<file path="src/cmp_pkg.sv">
// Package: register map, fields, reset values and carriers for the comparator control block
package cmp_pkg;

  // ------------------------------------------------------------
  // Register offsets (8-bit registers on the internal bus)
  // ------------------------------------------------------------
  localparam logic [3:0] ADDR_ANALOG_EN   = 4'h0; // analog_enable_register
  localparam logic [3:0] ADDR_CMP_CTRL    = 4'h1; // comparator_control_register
  localparam logic [3:0] ADDR_OSC_CMP     = 4'h2; // osc_comparator_control_register
  localparam logic [3:0] ADDR_IRQ_STATUS  = 4'h3; // sticky flags, read, write 0 clears
  localparam logic [3:0] ADDR_IRQ_ENABLE  = 4'h4; // per-flag interrupt enable
  localparam logic [3:0] ADDR_IRQ_CLEAR   = 4'h5; // write 1 clears, reads zero
  localparam logic [3:0] ADDR_GLOBAL_CTRL = 4'h6; // global_irq_enable in bit 0

  // ------------------------------------------------------------
  // Field positions
  // ------------------------------------------------------------
  localparam int BIT_CMP_ENABLE   = 7; // comparator_enable_bit
  localparam int BIT_RESULT       = 7; // comparator_result_bit
  localparam int BIT_PAD_OE       = 6; // comparator_pad_output_enable
  localparam int BIT_IRQ_FLAG     = 0; // comparator_irq_flag
  localparam int BIT_GLOBAL_IE    = 0; // global_irq_enable
  localparam int REF_SEL_LSB      = 0; // reference_select_field [3:0]
  localparam int PAD_SEL_LSB      = 4; // pad_select_field [7:4]

  // ------------------------------------------------------------
  // Reset values and constants
  // ------------------------------------------------------------
  localparam logic [7:0]  RST_ANALOG_EN  = 8'h00;
  localparam logic [7:0]  RST_CMP_CTRL   = 8'h00;
  localparam logic        RST_BIT        = 1'b0;
  localparam logic [3:0]  REF_PAD_TO_PAD = 4'h0;
  localparam logic [3:0]  PAD_CODE_NONE  = 4'h5;
  localparam logic [10:0] IRQ_VECTOR     = 11'h008;

  // Analog pad index space: 0..7 port A, 8..15 port B
  localparam logic [3:0]  PAD_A0 = 4'h0;
  localparam logic [3:0]  PAD_A1 = 4'h1;
  localparam logic [3:0]  PAD_A2 = 4'h2;
  localparam logic [3:0]  PAD_A3 = 4'h3;
  localparam logic [3:0]  PAD_B2 = 4'ha;
  localparam logic [3:0]  PAD_B3 = 4'hb;
  localparam logic [3:0]  PAD_B4 = 4'hc;
  localparam logic [3:0]  PAD_B5 = 4'hd;

  // Operating mode
  typedef enum logic {pad_to_pad_mode, pad_to_reference_mode} cmp_mode_t;

  // Analog mux steering sent to the analog macro
  typedef struct packed {
    logic        powered;      // Comparator bias on
    logic        mode_ref;     // 1 = pad_to_reference_mode
    logic        pos_valid;    // Non-inverting pad connected
    logic [3:0]  pos_pad;      // Non-inverting pad index
    logic        neg_is_ref;   // Inverting input taken from supply fraction
    logic [3:0]  neg_pad;      // Inverting pad index (pad-to-pad only)
    logic [3:0]  ref_level;    // n of n/16 supply fraction
  } analog_sel_t;

  // Register bus request
  typedef struct packed {
    logic [3:0] addr;
    logic [7:0] wdata;
    logic       wr;
    logic       rd;
  } bus_req_t;

endpackage

</file>
<file path="src/cmp_ctrl.sv">
// Comparator control: registers, mode decode, analog mux steering, change interrupt, pad drive
//
// The address-and-strobe port and the placing of the registers are this design's own decisions.
`timescale 1ns/1ps
module cmp_ctrl (
  input  wire logic                 clk_i,
  input  wire logic                 rst_i,
  input  wire logic [3:0]           addr_i,
  input  wire logic [7:0]           wdata_i,
  input  wire logic                 wr_i,
  input  wire logic                 rd_i,
  output logic      [7:0]           rdata_o,
  input  wire logic                 halt_i,
  input  wire logic                 cmp_raw_i,
  input  wire logic [15:0]          pin_cfg_word_i,
  input  wire logic                 first_pwm_channel_i,
  input  wire logic                 first_pwm_channel_en_i,
  output cmp_pkg::analog_sel_t      analog_sel_o,
  output logic      [15:0]          pad_analog_o,
  output logic                      port_b_pin3_o,
  output logic                      port_b_pin3_oe_n_o,
  output logic                      first_pwm_channel_block_o,
  output logic                      irq_o,
  output logic      [10:0]          irq_vector_o
);

  // ------------------------------------------------------------
  // Bus capture and register state
  // ------------------------------------------------------------
  cmp_pkg::bus_req_t req;
  logic [7:0]        analog_en_ff;
  logic [7:0]        cmp_ctrl_ff;
  logic              pad_oe_ff;
  logic              flag_ff;
  logic              irq_en_ff;
  logic              gie_ff;
  logic              sync1_ff;
  logic              sync2_ff;
  logic              copy_ff;
  logic              powered;
  logic [3:0]        ref_sel;
  logic [3:0]        pad_sel;
  cmp_pkg::cmp_mode_t mode;
  cmp_pkg::analog_sel_t nxt_sel;
  logic              mismatch;
  logic              flag_clr;
  logic              wr_osc;
  logic              clr_by_status;
  logic              clr_by_clear;
  logic [7:0]        nxt_rdata;

  assign req = '{addr: addr_i, wdata: wdata_i, wr: wr_i, rd: rd_i};

  // ------------------------------------------------------------
  // Synchroniser for the analog comparator output
  // ------------------------------------------------------------
  // The comparator settles with no relation to clk_i, so only sync2 is used
  always_ff @(posedge clk_i or posedge rst_i) begin
    if (rst_i) begin
      sync1_ff <= cmp_pkg::RST_BIT;
      sync2_ff <= cmp_pkg::RST_BIT;
    end else begin
      sync1_ff <= cmp_raw_i;
      sync2_ff <= sync1_ff;
    end
  end

  // ------------------------------------------------------------
  // Writable control registers
  // ------------------------------------------------------------
  assign wr_osc = req.wr && (req.addr == cmp_pkg::ADDR_OSC_CMP);

  // Enable register; bit 7 powers the comparator
  always_ff @(posedge clk_i or posedge rst_i) begin
    if (rst_i) begin
      analog_en_ff <= cmp_pkg::RST_ANALOG_EN;
    end else if (req.wr && (req.addr == cmp_pkg::ADDR_ANALOG_EN)) begin
      analog_en_ff <= req.wdata;
    end
  end

  // Reference and pad select fields
  always_ff @(posedge clk_i or posedge rst_i) begin
    if (rst_i) begin
      cmp_ctrl_ff <= cmp_pkg::RST_CMP_CTRL;
    end else if (req.wr && (req.addr == cmp_pkg::ADDR_CMP_CTRL)) begin
      cmp_ctrl_ff <= req.wdata;
    end
  end

  // Pad output bit only; the result bit beside it is read-only
  always_ff @(posedge clk_i or posedge rst_i) begin
    if (rst_i) begin
      pad_oe_ff <= cmp_pkg::RST_BIT;
    end else if (wr_osc) begin
      pad_oe_ff <= req.wdata[cmp_pkg::BIT_PAD_OE];
    end
  end

  // Change interrupt enable
  always_ff @(posedge clk_i or posedge rst_i) begin
    if (rst_i) begin
      irq_en_ff <= cmp_pkg::RST_BIT;
    end else if (req.wr && (req.addr == cmp_pkg::ADDR_IRQ_ENABLE)) begin
      irq_en_ff <= req.wdata[cmp_pkg::BIT_IRQ_FLAG];
    end
  end

  // Global interrupt enable
  always_ff @(posedge clk_i or posedge rst_i) begin
    if (rst_i) begin
      gie_ff <= cmp_pkg::RST_BIT;
    end else if (req.wr && (req.addr == cmp_pkg::ADDR_GLOBAL_CTRL)) begin
      gie_ff <= req.wdata[cmp_pkg::BIT_GLOBAL_IE];
    end
  end

  // ------------------------------------------------------------
  // Mode and mux decode
  // ------------------------------------------------------------
  assign powered = analog_en_ff[cmp_pkg::BIT_CMP_ENABLE] && !halt_i;
  assign ref_sel = cmp_ctrl_ff[cmp_pkg::REF_SEL_LSB +: 4];
  assign pad_sel = cmp_ctrl_ff[cmp_pkg::PAD_SEL_LSB +: 4];
  assign mode    = (ref_sel == cmp_pkg::REF_PAD_TO_PAD) ? cmp_pkg::pad_to_pad_mode
                                                       : cmp_pkg::pad_to_reference_mode;

  // Steering word for the analog input multiplexers
  always_comb begin
    nxt_sel          = '0;
    nxt_sel.powered  = powered;
    case (mode)
      cmp_pkg::pad_to_reference_mode: begin
        nxt_sel.mode_ref   = 1'b1;
        nxt_sel.neg_is_ref = 1'b1;
        nxt_sel.ref_level  = ref_sel;
        nxt_sel.pos_pad    = pad_sel;
        nxt_sel.pos_valid  = (pad_sel != cmp_pkg::PAD_CODE_NONE);
      end
      cmp_pkg::pad_to_pad_mode: begin
        nxt_sel.pos_valid = 1'b1;
        // Cross-bank codes are not plain swaps of their neighbour, so spell all out
        case (pad_sel)
          // Port A low pair
          4'h0: begin
            nxt_sel.pos_pad = cmp_pkg::PAD_A0;
            nxt_sel.neg_pad = cmp_pkg::PAD_A1;
          end
          4'h1: begin
            nxt_sel.pos_pad = cmp_pkg::PAD_A1;
            nxt_sel.neg_pad = cmp_pkg::PAD_A0;
          end
          // Port A high pair
          4'h2: begin
            nxt_sel.pos_pad = cmp_pkg::PAD_A2;
            nxt_sel.neg_pad = cmp_pkg::PAD_A3;
          end
          4'h3: begin
            nxt_sel.pos_pad = cmp_pkg::PAD_A3;
            nxt_sel.neg_pad = cmp_pkg::PAD_A2;
          end
          // Port A against port B, low
          4'h4: begin
            nxt_sel.pos_pad = cmp_pkg::PAD_A0;
            nxt_sel.neg_pad = cmp_pkg::PAD_B3;
          end
          4'h5: begin
            nxt_sel.pos_pad = cmp_pkg::PAD_A1;
            nxt_sel.neg_pad = cmp_pkg::PAD_B2;
          end
          // Port A against port B, high
          4'h6: begin
            nxt_sel.pos_pad = cmp_pkg::PAD_A2;
            nxt_sel.neg_pad = cmp_pkg::PAD_B5;
          end
          4'h7: begin
            nxt_sel.pos_pad = cmp_pkg::PAD_A3;
            nxt_sel.neg_pad = cmp_pkg::PAD_B4;
          end
          // Port B against port A, low
          4'h8: begin
            nxt_sel.pos_pad = cmp_pkg::PAD_B2;
            nxt_sel.neg_pad = cmp_pkg::PAD_A1;
          end
          4'h9: begin
            nxt_sel.pos_pad = cmp_pkg::PAD_B3;
            nxt_sel.neg_pad = cmp_pkg::PAD_A0;
          end
          // Port B against port A, high
          4'ha: begin
            nxt_sel.pos_pad = cmp_pkg::PAD_B4;
            nxt_sel.neg_pad = cmp_pkg::PAD_A3;
          end
          4'hb: begin
            nxt_sel.pos_pad = cmp_pkg::PAD_B5;
            nxt_sel.neg_pad = cmp_pkg::PAD_A2;
          end
          // Port B low pair
          4'hc: begin
            nxt_sel.pos_pad = cmp_pkg::PAD_B2;
            nxt_sel.neg_pad = cmp_pkg::PAD_B3;
          end
          4'hd: begin
            nxt_sel.pos_pad = cmp_pkg::PAD_B3;
            nxt_sel.neg_pad = cmp_pkg::PAD_B2;
          end
          // Port B high pair
          4'he: begin
            nxt_sel.pos_pad = cmp_pkg::PAD_B4;
            nxt_sel.neg_pad = cmp_pkg::PAD_B5;
          end
          4'hf: begin
            nxt_sel.pos_pad = cmp_pkg::PAD_B5;
            nxt_sel.neg_pad = cmp_pkg::PAD_B4;
          end
          default: ;
        endcase
      end
      default: ;
    endcase
  end

  // Registered steering; the analog mux sees a glitch-free word
  always_ff @(posedge clk_i or posedge rst_i) begin
    if (rst_i) begin
      analog_sel_o <= '0;
      pad_analog_o <= 16'h0000;
    end else begin
      analog_sel_o <= nxt_sel;
      pad_analog_o <= pin_cfg_word_i;
    end
  end

  // ------------------------------------------------------------
  // Registered copy and change flag
  // ------------------------------------------------------------
  assign mismatch = (sync2_ff != copy_ff);
  // Status write of zero or clear write of one both drop the flag
  assign clr_by_status = req.wr && (req.addr == cmp_pkg::ADDR_IRQ_STATUS)
                         && !req.wdata[cmp_pkg::BIT_IRQ_FLAG];
  assign clr_by_clear  = req.wr && (req.addr == cmp_pkg::ADDR_IRQ_CLEAR)
                         && req.wdata[cmp_pkg::BIT_IRQ_FLAG];
  assign flag_clr      = clr_by_status || clr_by_clear;

  // Copy only moves on a read of ADDR_OSC_CMP, so a change stays pending until then
  always_ff @(posedge clk_i or posedge rst_i) begin
    if (rst_i) begin
      copy_ff <= cmp_pkg::RST_BIT;
    end else if (req.rd && (req.addr == cmp_pkg::ADDR_OSC_CMP)) begin
      copy_ff <= sync2_ff;
    end
  end

  // Set beats clear so a change in the clearing cycle is kept
  always_ff @(posedge clk_i or posedge rst_i) begin
    if (rst_i) begin
      flag_ff <= cmp_pkg::RST_BIT;
    end else if (mismatch) begin
      flag_ff <= 1'b1;
    end else if (flag_clr) begin
      flag_ff <= 1'b0;
    end
  end

  // ------------------------------------------------------------
  // Interrupt, pad drive and PWM override
  // ------------------------------------------------------------
  always_ff @(posedge clk_i or posedge rst_i) begin
    if (rst_i) begin
      irq_o <= 1'b0;
    end else begin
      irq_o <= flag_ff && irq_en_ff && gie_ff;
    end
  end

  // Vector is fixed; held in a flop so the output comes straight from one
  always_ff @(posedge clk_i or posedge rst_i) begin
    if (rst_i) begin
      irq_vector_o <= cmp_pkg::IRQ_VECTOR;
    end else begin
      irq_vector_o <= cmp_pkg::IRQ_VECTOR;
    end
  end

  // One cycle latency after sync; pad follows result while enabled
  always_ff @(posedge clk_i or posedge rst_i) begin
    if (rst_i) begin
      port_b_pin3_o      <= 1'b0;
      port_b_pin3_oe_n_o <= 1'b1;
    end else if (pad_oe_ff) begin
      port_b_pin3_o      <= sync2_ff;
      port_b_pin3_oe_n_o <= 1'b0;
    end else begin
      port_b_pin3_o      <= first_pwm_channel_i;
      port_b_pin3_oe_n_o <= !first_pwm_channel_en_i;
    end
  end

  // PWM channel is told to stand aside while the pad carries the result
  always_ff @(posedge clk_i or posedge rst_i) begin
    if (rst_i) begin
      first_pwm_channel_block_o <= 1'b0;
    end else begin
      first_pwm_channel_block_o <= pad_oe_ff;
    end
  end

  // ------------------------------------------------------------
  // Read data, one cycle after the strobe
  // ------------------------------------------------------------
  // Read mux; write-only and unmapped addresses read as zero
  always_comb begin
    nxt_rdata = 8'h00;
    if (req.rd) begin
      case (req.addr)
        cmp_pkg::ADDR_ANALOG_EN:   nxt_rdata = analog_en_ff;
        cmp_pkg::ADDR_CMP_CTRL:    nxt_rdata = cmp_ctrl_ff;
        cmp_pkg::ADDR_OSC_CMP:     nxt_rdata = {sync2_ff, pad_oe_ff, 6'h00};
        cmp_pkg::ADDR_IRQ_STATUS:  nxt_rdata = {7'h00, flag_ff};
        cmp_pkg::ADDR_IRQ_ENABLE:  nxt_rdata = {7'h00, irq_en_ff};
        cmp_pkg::ADDR_GLOBAL_CTRL: nxt_rdata = {7'h00, gie_ff};
        default:                   nxt_rdata = 8'h00;
      endcase
    end
  end

  // Zero when idle, so the bus sees data in the answer cycle only
  always_ff @(posedge clk_i or posedge rst_i) begin
    if (rst_i) begin
      rdata_o <= 8'h00;
    end else begin
      rdata_o <= nxt_rdata;
    end
  end

endmodule

</file>
<file path="config.mk">
export PLATFORM = sky130hd
export DESIGN_NAME = cmp_ctrl
export DESIGN_NICKNAME = d
export VERILOG_FILES = /design/src/cmp_pkg.sv /design/src/cmp_ctrl.sv
export SDC_FILE = /design/constraint.sdc
export NUM_CORES = 1
export LEC_CHECK = 0
export ABC_AREA = 1
export BUFFER_PORTS_ARGS = -buffer_cell sky130_fd_sc_hd__buf_4
export CORE_MARGIN = 2
export CORE_UTILIZATION = 24
export CTS_CLUSTER_SIZE = 12
export DETAILED_ROUTE_END_ITERATION = 7
export GPL_ROUTABILITY_DRIVEN = 0
export SLEW_MARGIN = 20
export SYNTH_ARGS = -nofsm -noshare
export SYNTH_HDL_FRONTEND = slang
export SYNTH_SLANG_ARGS = --single-unit
</file>
<file path="constraint.sdc">
create_clock -name clk_i -period 3.68 [get_ports clk_i]
set_input_delay 0.552 -clock clk_i [delete_from_list [all_inputs] [get_ports clk_i]]
set_output_delay 0.552 -clock clk_i [all_outputs]
set_load 0.005 [all_outputs]
</file>
==> flow_metrics.py, run 1 <==
metrics = {
    "status": {
        "status": "finished clean",
    },
    "worst_setup_path": {
        "cp_top_family": "flip-flops",
        "r2r_slack_ns": 2.52,
        "worst_ep_required_time_ns": 3.13,
        "crit_type": "flop to output port",
        "rr_worst_depth": 4,
        "end_kind": "output port",
        "setup.worst_path.start": "port_b_pin3_oe_n_o",
        "path_buf_inv": 1,
        "cp-start-kind": "flop",
        "path_cells": "buf_4",
        "cp_max_fo": 1,
        "arrival_ns": 0.95,
        "slowest_delay_ns": 0.52,
        "crit_path_top_delay_cell": "dfstp_2",
        "rr_startpoint": "cmp_ctrl_ff[1]",
        "rr_endpoint": "analog_sel_o[11]",
    },
    "floorplanning": {
        "rows": 37,
        "die_w_um": 106,
        "die_h_um": 106,
        "start_util": 0.245,
        "die-area_um2": 11300,
        "coreArea_um2": 10200,
        "io_pins": 91,
    },
    "clock_tree": {
        "cts_made_buffers": 9,
        "cts_tree": "yes",
        "cts.htree.levels": 3,
        "cts_resized": 0,
        "clockBufferDepth": 2,
        "cts_setup_buffers": 0,
        "hold_buffers": 0,
        "clk_latency_ns": 0.34,
        "cts-root-buf": "clkbuf_8",
        "cts_sinks": 66,
        "cts.clk_slew.worst_paths_ns": 0.08,
    },
    "logic_synthesis": {
        "syn_inst": 221,
        "yosysTopAreaCellShare": 0.649,
        "ys_ff_latch": 66,
        "synth.distinct_cells": 24,
        "synth-seq-area-share": 0.659,
        "yosysTopAreaCell": "dfrtp_1",
        "netlist_area_um2": 2510,
        "yosys_warnings": 0,
        "syn_avg_cell_area_um2": 11.3,
        "synth_area_leaders": "dfrtp_1, o21ai_2, nand2_1, nand3_1, buf_4",
    },
    "pwr": {
        "clock_power_share": 0.370,
        "netSwitchingPower_uw": 467,
        "powerDensity_nw_per_um2": 537,
        "swShare": 0.255,
        "vdd_drop_max_uv": 165,
        "seqPwrFrac": 0.483,
        "p_int_uw": 1360,
        "pwr-share-comb": 0.147,
        "leakage_uw": 0.00173,
    },
    "final_layout": {
        "seqCellArea_um2": 1650,
        "drive_gt1_frac": 0.401,
        "num-fill-cells": 1042,
        "multi_input_area_um2": 672,
        "mostFrequentLayoutCells": "buf_4, dfrtp_1, nand2_1, nand3_1, inv_1",
        "synthToLayoutAreaGrowth_pct": 35.8,
        "final_common_cell": "buf_4",
        "n_antenna_cell": 0,
        "nets": 340,
    },
    "hold_path": {
        "min_path_type": "input port to flop",
        "holdPathEnd": "pad_analog_o[13]",
        "worstHoldPathCells": 1,
        "hold_start": "pin_cfg_word_i[13]",
    },
    "placement": {
        "dp_hpwl_mm": 3.87,
        "portBuffers": 79,
    },
    "timing": {
        "fin_crit_sh": 0.408,
        "rsz0062_at_grt": "false",
        "tightest_slew_ns": 0.854,
        "finalHoldViolCount": 0,
        "hold_slack_ns": 0.312,
        "worst_slew_margin_rel": 0.431,
        "skew_ns": 0.00917,
        "drv_slew": 0,
        "setup_viol": 0,
        "timing.fmax_mhz": 666,
        "tns_ns": 0,
        "period_minus_slack_ns": 1.50,
    },
    "route": {
        "postRouteAntennaNets": 0,
        "drc_errors": 0,
        "drtIter0Drc": 72,
        "vias": 1762,
        "drt_wl_total_mm": 5.29,
        "viasPerCell": 3.98,
        "drt-pass1-iter-count": 4,
        "wl_per_cell_um": 11.9,
    },
    "global_routing": {
        "grt_pass1_vias": 1822,
        "grt_usage": 0.101,
        "grt_pass1_wl_mm": 8.55,
        "gr-total-overflow": 0,
        "antenna_found_initial": 0,
        "grt_max_degree": 52,
    },
    "run": {
        "cap_violations": 0,
    },
}
## sequential cells by signal, summed over array words and instances (netlist names)
signal	flops
port_b_pin3_o	1
first_pwm_channel_block_o	1
copy_ff	1
irq_en_ff	1
pad_analog_o	16
sync2_ff	1
analog_sel_o	15
rdata_o	8
cmp_ctrl_ff	8
irq_o	1
port_b_pin3_oe_n_o	1
analog_en_ff	8
gie_ff	1
flag_ff	1
pad_oe_ff	1
sync1_ff	1
## power by group through the flow
stage	registers [uW]	clock network (uW)	logic [uW]
after floorplan	888	0	140
after global placement	898	0	265
after detailed placement	897	0	274
after CTS	883	696	275
after global routing	894	728	305
final	883	678	269
## worst max path at each step
stage | end | slack, ns | cells after the start
5_1_grt | port_b_pin3_oe_n_o | 2.15 | 1
3_3_place_gp | analog_sel_o[1] | 1.99 | 3
3_5_place_dp | analog_en_ff[5] | 1.93 | 7
6_report | port_b_pin3_oe_n_o | 2.18 | 1
2_1_floorplan | analog_en_ff[0] | 1.47 | 1
4_1_cts | port_b_pin3_oe_n_o | 2.16 | 1
## metal layers
layer  GRT usage  part of all wire  vias up
li1            -                 -      845
met1       0.116              0.42      813
met2       0.148              0.44       85
met3      0.0349              0.10       19
met4      0.0855             0.045        0
met5           0                 0        -
## cell type report
| type | count | share of cell area |
|---|---|---|
| well taps | 136 | 0.0500 |
| flip-flops and latches | 66 | 0.485 |
| clock buffers | 10 | 0.0404 |
| multi-input cells | 124 | 0.197 |
| clock inverters | 6 | 0.0265 |
| inverters | 21 | 0.0242 |
| repair buffers | 80 | 0.176 |
## synthesized netlist by cell type (all sizes together)
master	n
a21oi	5
and3	1
buf	15
clkbuf	4
conb	2
dfrtp	65
dfstp	1
ha	2
inv	21
mux2	1
nand2	39
nand3	22
nand4	3
nor2	17
o21ai	22
xnor2	1
## metrics by stage
stage	worst slack, ns	util	total power, uW	std cells	cell area, um2
6_report	2.18	0.333	1830	443	3410
5_1_grt	2.15	0.333	1930	443	3410
4_1_cts	2.16	0.333	1860	443	3400
3_5_place_dp	1.93	0.311	1170	427	3180
3_3_place_gp	1.99	0.311	1160	427	3180
2_1_floorplan	1.47	-	1030	230	2540
## logic make-up (layout without fill, tap and decap cells)
| group | after synthesis | after routing | synth area share |
|---|---|---|---|
| AOI/OAI and AO/OA | 27 | 27 | 0.0778 |
| xor gates and xnor gates | 1 | 1 | 0.00349 |
| adders and majority gates | 2 | 2 | 0.00998 |
| buffers and inverters | 40 | 117 | 0.0863 |
| DFF | 66 | 66 | 0.659 |
| muxes | 1 | 1 | 0.00449 |
| other | 2 | 11 | 0.00300 |
| and+or+nand+nor | 82 | 82 | 0.156 |
No activity file was read; power rests on OpenSTA's default activity.
==> run 2, diff against run 1 <==
ABC_AREA = 0   (was 1)
clock period = 1.4 ns   (was 3.68 ns; I/O delays follow)
==> run 2 against run 1 <==
Net effect:
- clock power grew to 2.9 times the previous value
- flip-flop and latch count stayed put
- first-iteration DRC count is 11% lower
- critical endpoint is now analog_sel_o[10]
==> flow_metrics.py, run 2 <==
metrics = {
    "global_routing": {
        "antenna_found_initial": 0,
        "busiest_layer": "met2",
        "gr-total-overflow": 0,
        "met3_usage": 0.0470,
        "grt_usage": 0.0987,
        "use_met2": 0.154,
        "grt_pass1_wl_mm": 8.36,
        "gr-usage-met1": 0.114,
        "grt_pass1_vias": 1684,
        "grt_max_degree": 45,
    },
    "clock_tree": {
        "clockBufferDepth": 2,
        "cts_sinks": 66,
        "cts_setup_buffers": 0,
        "cts.htree.levels": 3,
        "clk_latency_ns": 0.34,
        "cts_made_buffers": 9,
        "cts-root-buf": "clkbuf_8",
        "cts_tree": "yes",
        "cts.clk_slew.worst_paths_ns": 0.07,
    },
    "logic_synthesis": {
        "netlist_area_um2": 2460,
        "synth_common_cells": "dfrtp_1, mux2_2, buf_4, nand2_1, nor2_1",
        "syn_avg_cell_area_um2": 14.3,
        "synth-seq-area-share": 0.672,
        "yosysTopAreaCell": "dfrtp_1",
        "synth_area_leaders": "dfrtp_1, mux2_2, buf_4, mux2i_1, nand2_1",
        "yosys_warnings": 0,
        "synth_edf_count": 0,
        "yosys_most_used_dff": "dfrtp_1",
        "yosysTopAreaCellShare": 0.661,
        "synth.distinct_cells": 31,
        "syn_inst": 172,
        "synth_async_sr_flop_share": 1.00,
        "synth_most_common_cell": "dfrtp_1",
        "ys_ff_latch": 66,
    },
    "route": {
        "drc_errors": 0,
        "postRouteAntennaNets": 0,
        "wl_per_cell_um": 12.7,
        "drt-pass1-iter-count": 4,
        "drt_wl_total_mm": 5.24,
        "viasPerCell": 3.84,
        "drtIter0Drc": 64,
        "vias": 1591,
    },
    "status": {
        "status": "finished clean",
    },
    "placement": {
        "portBuffers": 79,
        "dp_worst_setup_slack_ns": 0.0425,
        "dp_hpwl_mm": 3.65,
        "dp_cells": 379,
    },
    "worst_setup_path": {
        "crit_path_top_delay_cell": "dfrtp_1",
        "arrival_ns": 1.46,
        "crit_path_frequent_cell": "nand2_1",
        "cp_max_fo": 6,
        "worst_ep_required_time_ns": 1.63,
        "cp-start-kind": "flop",
        "cp_top_family": "flip-flops",
        "path_buf_inv": 2,
        "path_cells": "nor4_2 -> buf_4 -> inv_1 -> nand2_1 -> nand2_1",
        "slowest_delay_ns": 0.43,
        "crit_type": "flop to flop",
        "end_kind": "flop",
    },
    "timing": {
        "setup_viol": 0,
        "skew_ns": 0.00511,
        "period_minus_slack_ns": 1.23,
        "finalHoldViolCount": 0,
        "timing.fmax_mhz": 814,
        "drv_slew": 0,
        "tns_ns": 0,
        "setup_slack_ns": 0.172,
        "fin_crit_sh": 0.877,
        "rsz0062_at_grt": "false",
    },
    "floorplanning": {
        "die_w_um": 105,
        "coreArea_um2": 9860,
        "die-area_um2": 11100,
        "die_h_um": 105,
        "start_util": 0.249,
        "rows": 36,
        "io_pins": 91,
    },
    "final_layout": {
        "final_common_cell": "buf_4",
        "mostFrequentLayoutCells": "buf_4, dfrtp_1, mux2_2, dlygate4sd3_1, nand2_1",
        "top_register": "pad_analog_o",
        "num-fill-cells": 938,
        "final_cells": 414,
        "largest_reg_flops": 16,
        "n_antenna_cell": 0,
        "largestRegisters": "pad_analog_o: 16 flops, analog_sel_o: 15 flops",
        "nets": 314,
        "drive_gt1_frac": 0.477,
        "synthToLayoutAreaGrowth_pct": 47.6,
    },
    "pwr": {
        "seqPwrFrac": 0.462,
        "powerDensity_nw_per_um2": 1400,
        "vdd_drop_max_uv": 419,
        "clock_power_share": 0.386,
        "p_int_uw": 3910,
        "pwr-share-comb": 0.153,
        "swShare": 0.234,
        "netSwitchingPower_uw": 1190,
        "leakage_uw": 0.00173,
    },
    "hold_path": {
        "min_path_type": "input port to flop",
    },
    "run": {
        "cap_violations": 0,
    },
}
[run 2: power groups by stage]
| stage | logic [uW] | clock network, uW | registers, uW |
|---|---|---|---|
| finish | 778 | 1970 | 2350 |
| global route | 865 | 2100 | 2400 |
| CTS | 794 | 2020 | 2360 |
| detailed placement | 748 | 0 | 2390 |
| global placement | 731 | 0 | 2390 |
| floorplan | 375 | 0 | 2360 |
[run 2: timing repair]
item / 4_1_cts / 5_1_grt
hold endpoints to repair: 83 / 0
hold buffers: 19 / 0
resized for setup: 0 / 1
setup endpoints to repair: 0 / 2
[run 2: worst register-to-register path: cells and delay by family, from the launching register on]
kind	cells	cell delay [ns]
buf+inv	2	0.27
flops	1	0.43
simple gates	3	0.43
[run 2: kinds of logic (layout without fill, tap and decap cells)]
kind of cell / count (synthesis) / in the layout / synth area share
AO/OA/AOI/OAI: 5 / 5 / 0.0127
XOR/XNOR: 1 / 1 / 0.00356
adder cells (fa/ha/maj): 2 / 2 / 0.0102
buffers and inverters: 24 / 124 / 0.0605
flip-flops: 66 / 66 / 0.672
multiplexers: 30 / 30 / 0.134
other: 2 / 11 / 0.00305
AND/OR/NAND/NOR: 42 / 42 / 0.104
[run 2: final timing paths]
path                       slack, ns                         to  cells after the start            from
max in group asynchronous       0.65         port_b_pin3_oe_n_o                      4           rst_i
min in group asynchronous       0.49  first_pwm_channel_block_o                      4           rst_i
max                             0.17           analog_sel_o[10]                      5  cmp_ctrl_ff[0]
min reg2reg                     0.36                   sync2_ff                      0        sync1_ff
min                             0.02           analog_sel_o[15]                      2          halt_i
max reg2reg                     0.17           analog_sel_o[10]                      5  cmp_ctrl_ff[0]
[run 2: stage by stage]
stage | cell area (um2) | utilization | hold WS (ns) | total power [uW]
2_1_floorplan | 2500 | - | 0.237 | 2740
3_3_place_gp | 3190 | 0.323 | 0.297 | 3120
3_5_place_dp | 3190 | 0.323 | 0.301 | 3140
4_1_cts | 3630 | 0.368 | 0.00157 | 5170
5_1_grt | 3630 | 0.368 | 0.00979 | 5370
6_report | 3630 | 0.368 | 0.0236 | 5100
[run 2: routing by layer]
layer  vias to the layer above  routed length [um]
met4                         0                  43
met2                        66                2520
met5                         -                   0
met3                         4                 480
li1                        762                   -
met1                       759                2200
[run 2: layout make-up]
| class | count | area [um2] | area share |
|---|---|---|---|
| Sequential cell | 66 | 1650 | 0.455 |
| Timing Repair Buffer | 105 | 848 | 0.233 |
| Multi-Input combinational cell | 91 | 699 | 0.192 |
| Tap cell | 133 | 166 | 0.0458 |
| Clock buffer | 10 | 138 | 0.0379 |
| Clock inverter | 6 | 114 | 0.0313 |
| Inverter | 3 | 15.0 | 0.00413 |
